## src/hdl/crirq_pkg.sv

```systemverilog
// Package of register map, field positions and reset values for the clock ready irq block
package crirq_pkg;

  // ****************************************************************
  // Register offsets (byte addresses)
  // ****************************************************************
  localparam logic [11:0] OFS_CLOCK_INTERRUPT_CONTROL = 12'h008;
  localparam logic [11:0] OFS_PERIPHERAL_RESET_GROUP2 = 12'h00C;
  localparam logic [11:0] OFS_IRQ_STATUS              = 12'h010;
  localparam logic [11:0] OFS_IRQ_CLEAR               = 12'h014;
  localparam logic [11:0] OFS_IRQ_ENABLE              = 12'h018;

  // ****************************************************************
  // Clock interrupt control field positions
  // ****************************************************************
  localparam int READY_FLAG_LSB   = 0;   // Six ready flags, bits 5:0
  localparam int CLOCK_FAIL_BIT   = 7;   // Clock security flag
  localparam int READY_ENABLE_LSB = 8;   // Six ready enables, bits 13:8
  localparam int READY_CLEAR_LSB  = 16;  // Six write-one clears, bits 21:16
  localparam int CLOCK_FAIL_CLEAR = 23;  // Clock security flag clear
  localparam int NUM_SOURCES      = 6;

  // ****************************************************************
  // Peripheral reset group 2 field positions
  // ****************************************************************
  localparam int RST_SYSCONFIG = 0;
  localparam int RST_CONVERTER = 9;
  localparam int RST_TIMER_ONE = 11;
  localparam int RST_SERIAL    = 12;
  localparam int RST_PORT_ONE  = 14;
  localparam int RST_TIMER_SEV = 16;
  localparam int RST_DEBUG     = 22;
  localparam logic [31:0] PRST2_MASK = 32'h00415A01;

  // ****************************************************************
  // Reset values
  // ****************************************************************
  localparam logic [31:0] RESET_CLOCK_INTERRUPT_CONTROL = 32'h00000000;
  localparam logic [31:0] RESET_PERIPHERAL_GROUP2       = 32'h00000000;
  localparam logic [6:0]  RESET_IRQ_ENABLE              = 7'h7F;

  // Event status layout: bits 5:0 ready events, bit 6 clock fail event
  localparam int NUM_EVENTS = 7;

endpackage : crirq_pkg

```

## src/hdl/crirq_top.sv

```systemverilog
// Clock ready interrupt flags, clock security flag and peripheral reset register 2
//
// The APB interface to the registers was decided locally.
`timescale 1ns/1ps

// Contract
// - Low internal osc ready sets bit 0
// - Low external osc ready sets bit 1
// - High internal osc ready sets bit 2
// - High external osc ready sets bit 3
// - PLL lock sets bit 4
// - 14 MHz osc ready sets bit 5
// - External osc failure always sets bit 7
// - Ready enables in bits 8 to 13
// - Write one to bits 16-21 clears flags
// - Write one to bit 23 clears fail flag
// - Byte, half, word access, no waits
// - Reset bits hold peripherals in reset
module crirq_top (
  // Clock, reset and enable
  input  wire logic        core_clk,
  input  wire logic        rst_n,
  input  wire logic        clk_en,
  // APB slave
  input  wire logic        psel,
  input  wire logic        penable,
  input  wire logic        pwrite,
  input  wire logic [11:0] paddr,
  input  wire logic [31:0] pwdata,
  input  wire logic [3:0]  pstrb,
  output logic      [31:0] prdata,
  output logic             pready,
  output logic             pslverr,
  // Oscillator status from the analog side (asynchronous levels)
  input  wire logic        low_speed_internal_osc,
  input  wire logic        low_speed_external_osc,
  input  wire logic        high_speed_internal_osc,
  input  wire logic        high_speed_external_osc,
  input  wire logic        pll_locked,
  input  wire logic        internal_14mhz_osc,
  input  wire logic        external_osc_failed,
  // Peripheral resets
  output logic             sysconfig_unit_reset,
  output logic             converter_reset,
  output logic             timer_one_reset,
  output logic             serial_periph_reset,
  output logic             serial_port_one_reset,
  output logic             timer_seven_reset,
  output logic             debug_unit_reset,
  // Interrupts
  output logic             clock_irq,
  output logic             event_irq
);

  localparam int NS = crirq_pkg::NUM_SOURCES;
  localparam int NE = crirq_pkg::NUM_EVENTS;

  // ****************************************************************
  // State
  // ****************************************************************
  typedef struct packed {
    logic [6:0]    sync1;        // First synchroniser stage
    logic [6:0]    sync2;        // Second synchroniser stage
    logic [6:0]    last;         // Previous synchronised level
    logic [NS-1:0] ready_flag;   // Ready flags
    logic          fail_flag;    // Clock security flag
    logic [NS-1:0] ready_enable; // Ready interrupt enables
    logic [31:0]   prst2;        // Peripheral reset group 2
    logic [NE-1:0] ev_status;    // Sticky event status
    logic [NE-1:0] ev_enable;    // Event interrupt enables
    logic [31:0]   rdata;        // Registered read data
  } crirq_state_type;

  crirq_state_type state;
  crirq_state_type next_state;

  // ****************************************************************
  // Helpers
  // ****************************************************************
  // Expand byte strobes into a bit mask
  function automatic logic [31:0] crirq_lane_mask(input logic [3:0] strb);
    logic [31:0] m;
    m = 32'h00000000;
    for (int i = 0; i < 4; i++) begin
      m[i*8 +: 8] = {8{strb[i]}};
    end
    return m;
  endfunction : crirq_lane_mask

  // Merge written lanes into an old value
  function automatic logic [31:0] crirq_merge(input logic [31:0] old_v,
                                              input logic [31:0] new_v,
                                              input logic [31:0] mask);
    return (old_v & ~mask) | (new_v & mask);
  endfunction : crirq_merge

  // Register select, shared by the clear and read decoders; register writes decode paddr in a case
  function automatic logic crirq_addr_hit(input logic [11:0] addr,
                                          input logic [11:0] ofs);
    return addr == ofs;
  endfunction : crirq_addr_hit

  // Control register image as software sees it
  function automatic logic [31:0] crirq_ctrl_image(input crirq_state_type s);
    logic [31:0] v;
    v = 32'h00000000;
    v[crirq_pkg::READY_FLAG_LSB +: NS]   = s.ready_flag;
    v[crirq_pkg::CLOCK_FAIL_BIT]         = s.fail_flag;
    v[crirq_pkg::READY_ENABLE_LSB +: NS] = s.ready_enable;
    return v;
  endfunction : crirq_ctrl_image

  // ****************************************************************
  // Bus decode
  // ****************************************************************
  logic        wr_phase;
  logic        rd_setup;
  logic [31:0] lane_mask;
  logic [31:0] wmask;
  logic [6:0]  level;
  logic [6:0]  rise;
  logic [NS-1:0] ready_set;
  logic          fail_set;
  logic [NE-1:0] ev_set;
  logic [NS-1:0] ready_clr;
  logic          fail_clr;
  logic          hit_ctrl;
  logic          hit_prst2;
  logic          hit_status;
  logic          hit_clear;
  logic          hit_enable;
  logic          ctrl_write;
  logic [6:0]    raw_level;

  // Writes commit in the access phase; reads are captured at setup
  assign wr_phase  = psel & penable & pwrite;
  assign rd_setup  = psel & ~penable & ~pwrite;
  assign lane_mask = crirq_lane_mask(pstrb);
  assign wmask     = pwdata & lane_mask;

  // Register selects; a write to the control register drives the clears
  assign hit_ctrl   = crirq_addr_hit(paddr, crirq_pkg::OFS_CLOCK_INTERRUPT_CONTROL);
  assign hit_prst2  = crirq_addr_hit(paddr, crirq_pkg::OFS_PERIPHERAL_RESET_GROUP2);
  assign hit_status = crirq_addr_hit(paddr, crirq_pkg::OFS_IRQ_STATUS);
  assign hit_clear  = crirq_addr_hit(paddr, crirq_pkg::OFS_IRQ_CLEAR);
  assign hit_enable = crirq_addr_hit(paddr, crirq_pkg::OFS_IRQ_ENABLE);
  assign ctrl_write = wr_phase & hit_ctrl;

  assign pready  = 1'b1;
  assign pslverr = 1'b0;
  assign prdata  = state.rdata;

  // ****************************************************************
  // Named views of the control register fields
  // ****************************************************************
  // Ready flags and the clock security flag
  logic          lowint_osc_ready_flag;
  logic          lowext_osc_ready_flag;
  logic          highint_osc_ready_flag;
  logic          highext_osc_ready_flag;
  logic          pll_lock_ready_flag;
  logic          osc14_ready_flag;
  logic          clock_fail_flag;
  // Ready interrupt enables
  logic          lowint_osc_irq_enable;
  logic          lowext_osc_irq_enable;
  logic          highint_osc_irq_enable;
  logic          highext_osc_irq_enable;
  logic          pll_lock_irq_enable;
  logic          osc14_irq_enable;
  // Write-one clear strobes
  logic          lowint_osc_flag_clear;
  logic          lowext_osc_flag_clear;
  logic          highint_osc_flag_clear;
  logic          highext_osc_flag_clear;
  logic          pll_lock_flag_clear;
  logic          osc14_flag_clear;
  logic          clock_fail_flag_clear;

  // Flags and enables as stored
  assign lowint_osc_ready_flag  = state.ready_flag[0];
  assign lowext_osc_ready_flag  = state.ready_flag[1];
  assign highint_osc_ready_flag = state.ready_flag[2];
  assign highext_osc_ready_flag = state.ready_flag[3];
  assign pll_lock_ready_flag    = state.ready_flag[4];
  assign osc14_ready_flag       = state.ready_flag[5];
  assign clock_fail_flag        = state.fail_flag;
  assign lowint_osc_irq_enable  = state.ready_enable[0];
  assign lowext_osc_irq_enable  = state.ready_enable[1];
  assign highint_osc_irq_enable = state.ready_enable[2];
  assign highext_osc_irq_enable = state.ready_enable[3];
  assign pll_lock_irq_enable    = state.ready_enable[4];
  assign osc14_irq_enable       = state.ready_enable[5];

  // A zero or an unstrobed lane leaves its flag alone
  // ready flag and fail flag clears
  assign lowint_osc_flag_clear  = ctrl_write & wmask[crirq_pkg::READY_CLEAR_LSB + 0];
  assign lowext_osc_flag_clear  = ctrl_write & wmask[crirq_pkg::READY_CLEAR_LSB + 1];
  assign highint_osc_flag_clear = ctrl_write & wmask[crirq_pkg::READY_CLEAR_LSB + 2];
  assign highext_osc_flag_clear = ctrl_write & wmask[crirq_pkg::READY_CLEAR_LSB + 3];
  assign pll_lock_flag_clear    = ctrl_write & wmask[crirq_pkg::READY_CLEAR_LSB + 4];
  assign osc14_flag_clear       = ctrl_write & wmask[crirq_pkg::READY_CLEAR_LSB + 5];
  assign clock_fail_flag_clear  = ctrl_write & wmask[crirq_pkg::CLOCK_FAIL_CLEAR];

  // ****************************************************************
  // Event detection
  // ****************************************************************
  // Pin levels in event order; bit 6 is the failure detector
  assign raw_level = {external_osc_failed,
                      internal_14mhz_osc,
                      pll_locked,
                      high_speed_external_osc,
                      high_speed_internal_osc,
                      low_speed_external_osc,
                      low_speed_internal_osc};

  // Only the second stage is read: the first stage may be metastable
  assign level = state.sync2;
  assign rise  = level & ~state.last;

  assign ready_set = rise[NS-1:0] & {osc14_irq_enable,
                                     pll_lock_irq_enable,
                                     highext_osc_irq_enable,
                                     highint_osc_irq_enable,
                                     lowext_osc_irq_enable,
                                     lowint_osc_irq_enable};
  assign fail_set  = rise[6];
  assign ev_set    = {fail_set, ready_set};

  assign ready_clr = {osc14_flag_clear,
                      pll_lock_flag_clear,
                      highext_osc_flag_clear,
                      highint_osc_flag_clear,
                      lowext_osc_flag_clear,
                      lowint_osc_flag_clear};
  assign fail_clr  = clock_fail_flag_clear;

  // ****************************************************************
  // Next state
  // ****************************************************************
  always_comb begin
    next_state = state;
    // Two-stage synchroniser, then the edge memory
    next_state.sync1 = raw_level;
    next_state.sync2 = state.sync1;
    next_state.last  = level;

    // Set wins over a clear in the same cycle
    next_state.ready_flag = (state.ready_flag & ~ready_clr) | ready_set;
    next_state.fail_flag  = (state.fail_flag & ~fail_clr) | fail_set;

    // Register writes
    if (wr_phase) begin
      unique case (paddr)
        crirq_pkg::OFS_CLOCK_INTERRUPT_CONTROL: begin
          for (int i = 0; i < NS; i++) begin
            if (lane_mask[crirq_pkg::READY_ENABLE_LSB + i]) begin
              next_state.ready_enable[i] = pwdata[crirq_pkg::READY_ENABLE_LSB + i];
            end
          end
        end
        crirq_pkg::OFS_PERIPHERAL_RESET_GROUP2: begin
          next_state.prst2 = crirq_merge(state.prst2, pwdata, lane_mask)
                             & crirq_pkg::PRST2_MASK;
        end
        crirq_pkg::OFS_IRQ_ENABLE: begin
          next_state.ev_enable = (state.ev_enable & ~lane_mask[NE-1:0])
                                 | (pwdata[NE-1:0] & lane_mask[NE-1:0]);
        end
        default: begin
        end
      endcase
    end

    // Sticky status: set wins over a write-one clear
    next_state.ev_status = state.ev_status | ev_set;
    if (wr_phase && hit_clear) begin
      next_state.ev_status = (state.ev_status & ~wmask[NE-1:0]) | ev_set;
    end

    // Read data, unmapped addresses read zero; clear register reads zero
    if (rd_setup) begin
      if (hit_ctrl) begin
        next_state.rdata = crirq_ctrl_image(state);
      end else if (hit_prst2) begin
        next_state.rdata = state.prst2;
      end else if (hit_status) begin
        next_state.rdata = {25'h0, state.ev_status};
      end else if (hit_enable) begin
        next_state.rdata = {25'h0, state.ev_enable};
      end else begin
        // Clear register and gaps hold nothing readable
        next_state.rdata = 32'h00000000;
      end
    end
  end

  // ****************************************************************
  // Registers
  // ****************************************************************
  // Synchronous reset; clock enable freezes every bit
  always_ff @(posedge core_clk) begin
    if (!rst_n) begin
      state              <= '0;
      state.ready_enable <= crirq_pkg::RESET_CLOCK_INTERRUPT_CONTROL[crirq_pkg::READY_ENABLE_LSB +: NS];
      state.prst2        <= crirq_pkg::RESET_PERIPHERAL_GROUP2;
      state.ev_enable    <= crirq_pkg::RESET_IRQ_ENABLE;
    end else if (clk_en) begin
      state <= next_state;
    end
  end

  // ****************************************************************
  // Outputs
  // ****************************************************************
  // peripheral reset levels
  assign sysconfig_unit_reset  = state.prst2[crirq_pkg::RST_SYSCONFIG];
  assign converter_reset       = state.prst2[crirq_pkg::RST_CONVERTER];
  assign timer_one_reset       = state.prst2[crirq_pkg::RST_TIMER_ONE];
  assign serial_periph_reset   = state.prst2[crirq_pkg::RST_SERIAL];
  assign serial_port_one_reset = state.prst2[crirq_pkg::RST_PORT_ONE];
  assign timer_seven_reset     = state.prst2[crirq_pkg::RST_TIMER_SEV];
  assign debug_unit_reset      = state.prst2[crirq_pkg::RST_DEBUG];

  assign clock_irq = lowint_osc_ready_flag
                   | lowext_osc_ready_flag
                   | highint_osc_ready_flag
                   | highext_osc_ready_flag
                   | pll_lock_ready_flag
                   | osc14_ready_flag
                   | clock_fail_flag;
  // Level interrupt from the sticky status gated by its enables
  assign event_irq = |(state.ev_status & state.ev_enable);

endmodule : crirq_top

```

## config.mk

```make
export PLATFORM = sky130hd
export DESIGN_NAME = crirq_top
export DESIGN_NICKNAME = d
export VERILOG_FILES = /design/src/hdl/crirq_pkg.sv /design/src/hdl/crirq_top.sv
export SDC_FILE = /design/constraint.sdc
export NUM_CORES = 1
export LEC_CHECK = 0
export BUFFER_PORTS_ARGS = -buffer_cell sky130_fd_sc_hd__buf_2
export CAP_MARGIN = 40
export CORE_MARGIN = 5
export CORE_UTILIZATION = 50
export CTS_BUF_LIST = sky130_fd_sc_hd__clkbuf_2
export DETAILED_ROUTE_END_ITERATION = 8
export GPL_TIMING_DRIVEN = 0
export PLACE_DENSITY = 0.78
export SYNTH_ARGS = -nofsm -noshare
export SYNTH_HDL_FRONTEND = slang
export SYNTH_SLANG_ARGS = --single-unit
export TNS_END_PERCENT = 30
```

## constraint.sdc

```tcl
create_clock -name core_clk -period 1.95 [get_ports core_clk]
set_input_delay 0.0975 -clock core_clk [delete_from_list [all_inputs] [get_ports core_clk]]
set_output_delay 0.0975 -clock core_clk [all_outputs]
set_load 0.01 [all_outputs]
```

### Yosys cells after proc, flatten, opt, wreduce, memory -nomap -nowiden

Index checks and enable logic that the tools add are counted.

* word-level logic and storage cells: 68
* output and inout port bits: 43
* input port bits: 61
* register bits after elaboration: 87

* multiplexer cells: 5
* equal/unequal tests: 5
* bitwise operators: 42
* reduce and logical (&&, ||, !) cells: 6

Operator list (count)
* two-way mux 23 bit: 2
* == test 12 x 5 -> 1 bit (second input constant): 3
* bitwise AND 7 bit: 5
* bitwise AND 24 bit: 1
* == test 12 x 4 -> 1 bit (second input constant): 2
* bitwise AND 23 bit: 1
* inverter 23 bit: 1
* OR 23 bit: 1
* two-way mux 7 bit: 3
* inverter 7 bit: 3
* OR 7 bit: 3
* bitwise AND 1 bit: 13
* bitwise AND 6 bit: 2
* OR 1 bit: 7
* OR reduction 7 bit: 1
* inverter 6 bit: 1
* OR 6 bit: 1
* AND reduction 3 bit: 2
* AND reduction 4 bit: 1
* inverter 1 bit: 3
* AND reduction 2 bit: 1
* logical AND 1 bit: 1

### Depth between registers and ports, before layout

* depth in word-level cells: 7
* depth in mapped cells: 6
* gate-level depth less buffers: 4

### Worst setup path before layout

OpenSTA, ideal clock, no wires.

* kind: input -> register
* start: in paddr[9]
* end: reg state (netlist bit prdata[11])
* data required time: 1.835 ns
* arrival: 1.486 ns
* setup time: 0.115 ns
* path buffers: 1
* stages: 5
* slack: 0.349 ns
* path through: or4_4 buf_6 nor4b_4 mux2i_1 o21ai_2

* longest elaborated chain between the ends: 3
* elaborated cells on any way between the ends: 4
* those cells by class: 2 x eq/ne; 2 x mux

RTL lines
* start: declaration: line crirq_top.sv:28 `input wire logic [11:0] paddr,`
* == test 12 x 4 -> 1 bit: line crirq_top.sv:100 `return addr == ofs;`
* two-way mux 23 bit: line crirq_top.sv:285 `end else if (hit_prst2) begin`
* two-way mux 23 bit *: line crirq_top.sv:283 `if (hit_ctrl) begin`
* end signal: assignment: line crirq_top.sv:309 `state <= next_state;`
* end: declaration: line crirq_top.sv:74 `crirq_state_type state;`

Mark *: on every way between the ends. The rest lies on a longest branch, timed or not.
A chain may end at the register's enable or synchronous reset.

### Final worst setup path

* start: in paddr[2]
* end: reg state (netlist bit clock_fail_flag)

* longest elaborated chain between the ends: 6

RTL lines
* == test 12 x 4 -> 1 bit: line crirq_top.sv:100
* bitwise AND 1 bit: line crirq_top.sv:147 `assign ctrl_write = wr_phase & hit_ctrl;`
* bitwise AND 1 bit: line crirq_top.sv:203 `assign clock_fail_flag_clear = ctrl_write & wmask[crirq_pkg::CLOCK_FAIL_CLEAR];`
* inverter 1 bit: line crirq_top.sv:250 `next_state.fail_flag = (state.fail_flag & ~fail_clr) | fail_set;`
* bitwise AND 1 bit: line crirq_top.sv:250
* OR 1 bit: line crirq_top.sv:250

No other way between the ends.

==> metrics <==
crit-path max FO=10; reg2reg end=highext_osc_ready_flag$_SDFFE_PN0P_; register area share after synthesis=0.420; Hold Crit Depth=3; CP Buf/Inv Count=2; YS warnings=0; share of layout cells above drive strength 1=0.256; Post-Route Skew=roughly 0.023 ns; critical-path cell list=clkbuf_1 -> nor4b_2 -> nand3_1 -> nor3_2 -> a41oi_1 -> dlygate4sd3_1; crit share post-route=0.914; antenna viol nets, final=0; r2r startpoint=highext_osc_irq_enable$_SDFFE_PN0P_; Hold Fails Final Rpt=0; Area Overhead vs Synth=30.3%; Slew HR=0.585; clk slew on worst S/H paths=0.19 ns; CP Capture Type=flip-flop; largest net degree at the start of global routing=12; first-pass GRT wire length=15600 µm; flops & latches, synth=72; syn_area_per_cell=8.92 µm²; PD cells=582 nW/µm²; Post-synth top flop=dfxtp_1; initial detailed-routing violation count=approximately 180; IO Count=104; Slew @ Worst Pin=0.621 ns; WL/cell=15.6 µm; Buffers on Ports=70; vias per inst=5.49; type of the worst min-delay path=in -> reg; Min-Delay Startpoint=pstrb[2]; clock root buffer=clkbuf_2; cts bufs inserted=9; H-tree Lvls=3; crit start category=input port; Critical Path Max Stage Delay=0.60 ns; arrival time at the worst endpoint=2.19 ns; routed wire length=9470 µm; initial core utilization=0.508; Synth Instances=385; fin nets=between 500 and 600; Tmin final=between 1.5 and 2 ns; max-capacitance violation count=0; CP max stage cell=dlygate4sd3_1; Power Total=between 2 and 3 mW; # diodes=0; non-filler instance count after layout=~610; hold_ws=between 0.02 and 0.03 ns; Residual DRC=0; CP top delay family=simple AND/OR/NAND/NOR gates; Util after Layout=0.662; post-synth cell types=43; Core Rows=30; Die ar.=8620 µm²; TritonCTS Sinks=72; placed cells=553; gpl congestion=0.888; Leak=2.00 nW; EDFF count, synth=0; Clk Latency, worst-skew pair=0.50 ns; Max Slew Vio Count=0; Final Setup Violations=0; most frequent cells in the layout=buf_2, dfxtp_1, dlygate4sd3_1; FMAX=roughly 560 MHz; reg2reg setup slack=0.38 ns; Peak supply drop=between 400 and 500 µV; detailed placement HPWL=7060 µm; GRT Total Usage=0.228; most common cell after layout, fill and taps aside=buf_2; WS Path Type=in -> reg; CTS tree=yes; Die Ht=slightly above 90 µm; Clock Tree Buf Depth=2; initial antenna violation count=0; Reg2Reg Depth=4; total global routing overflow=0; RSZ-0062 raised after global routing=false; core area=6760 µm²; Worst Path Required=2.36 ns; async set or reset register ratio after synthesis=0; vias in the first global route=3239; Die X=92.9 µm; routed vias=3336; area of the mapped netlist=around 3400 µm²; DR pass1 iterations=4; status=finished clean
[cell usage after synthesis (2+ instances only)]
cell       n  share of area
and3_1     3         0.0055
nor4b_1    3         0.0077
nand2_1   19          0.021
nand4_1   12          0.022
and4_1     3         0.0077
conb_1     2         0.0022
nor4_1     3         0.0055
a22oi_1    2         0.0044
buf_4     35          0.077
nand4b_1   6          0.015
and4b_1    6          0.017
nand3_1   36          0.052
inv_1      2         0.0022
a21o_1     5          0.011
a21oi_1   18          0.026
a41oi_1   15          0.038
nor3_1     3         0.0044
nand3b_1   3         0.0066
clkbuf_1  18          0.020
nor2_1    26          0.028
buf_2      5         0.0073
dfxtp_1   72           0.42
mux2i_1   31          0.090
o21ai_0   38          0.055
[final cells by class]
class	instances	area [µm²]
plain buffers	60	370
well taps	80	100
repair buffers	113	778
fillers	568	2280
clock buffers	11	55.1
flip-flops and latches	72	1440
multi-input cells	266	1680
clock inverters	4	46.3
inverters	2	7.51
[power by group]
group	internal, mW	leakage, nW	total (mW)	switching [mW]
logic	0.151	1.35	0.301	0.150
clock network	0.294	0.0654	0.799	0.505
registers	1.49	0.582	1.50	0.0123
[worst register-to-register path: cells and delay by family (launching register included)]
family                 cells  cell delay [ns]
and+or+nand+nor            1             0.23
AOI/OAI and AO/OA          2             0.29
buffers and inverters      1             0.58
DFF                        1             0.44
[through the flow]
step | TNS [ns] | area [µm²] | setup WS [ns]
after floorplan | 0 | 3490 | 0.349
after global placement | -1.81 | 3940 | -0.171
after detailed placement | -0.0285 | 3970 | -0.0285
after CTS | 0 | 4470 | 0.0422
after global routing | 0 | 4470 | 0.0670
final | 0 | 4470 | 0.167
[layer usage]
metal	up-vias	part of all wire	GRT usage
met5	-	0	0
met3	17	0.081	0.0658
met4	0	0.014	0.0830
met1	1546	0.42	0.291
met2	121	0.48	0.365
li1	1652	-	-
[cell families (layout without fill, tap and decap cells)]
| group | Yosys count | after routing | synth area share |
|---|---|---|---|
| AOI/OAI and AO/OA | 84 | 84 | 0.149 |
| buffers and inverters | 62 | 190 | 0.110 |
| and+or+nand+nor | 133 | 133 | 0.225 |
| other | 2 | 17 | 0.00219 |
| muxes | 32 | 32 | 0.0937 |
| DFF | 72 | 72 | 0.420 |
[what timing repair did]
item	4_1_cts	5_1_grt
hold buffers	40	0
endpoints found under the setup margin	0	6
setup buffers	0	0
resized for setup	0	1
endpoints found under the hold margin	42	0
[worst max path at each step]
stage / startpoint / endpoint / slack (ns) / cells after the start
final: paddr[2] / clock_fail_flag$_SDFFE_PN0P_ / 0.17 / 6
after global routing: paddr[2] / highext_osc_ready_flag$_SDFFE_PN0P_ / 0.07 / 6
after CTS: paddr[2] / clock_fail_flag$_SDFFE_PN0P_ / 0.04 / 6
after detailed placement: paddr[9] / prdata[12]$_SDFFE_PN0P_ / -0.03 / 6
after global placement: clk_en / prdata[6]$_SDFFE_PN0P_ / -0.17 / 6
after floorplan: paddr[9] / prdata[11]$_SDFFE_PN0P_ / 0.35 / 5
Power figures use the tool's default switching activity.
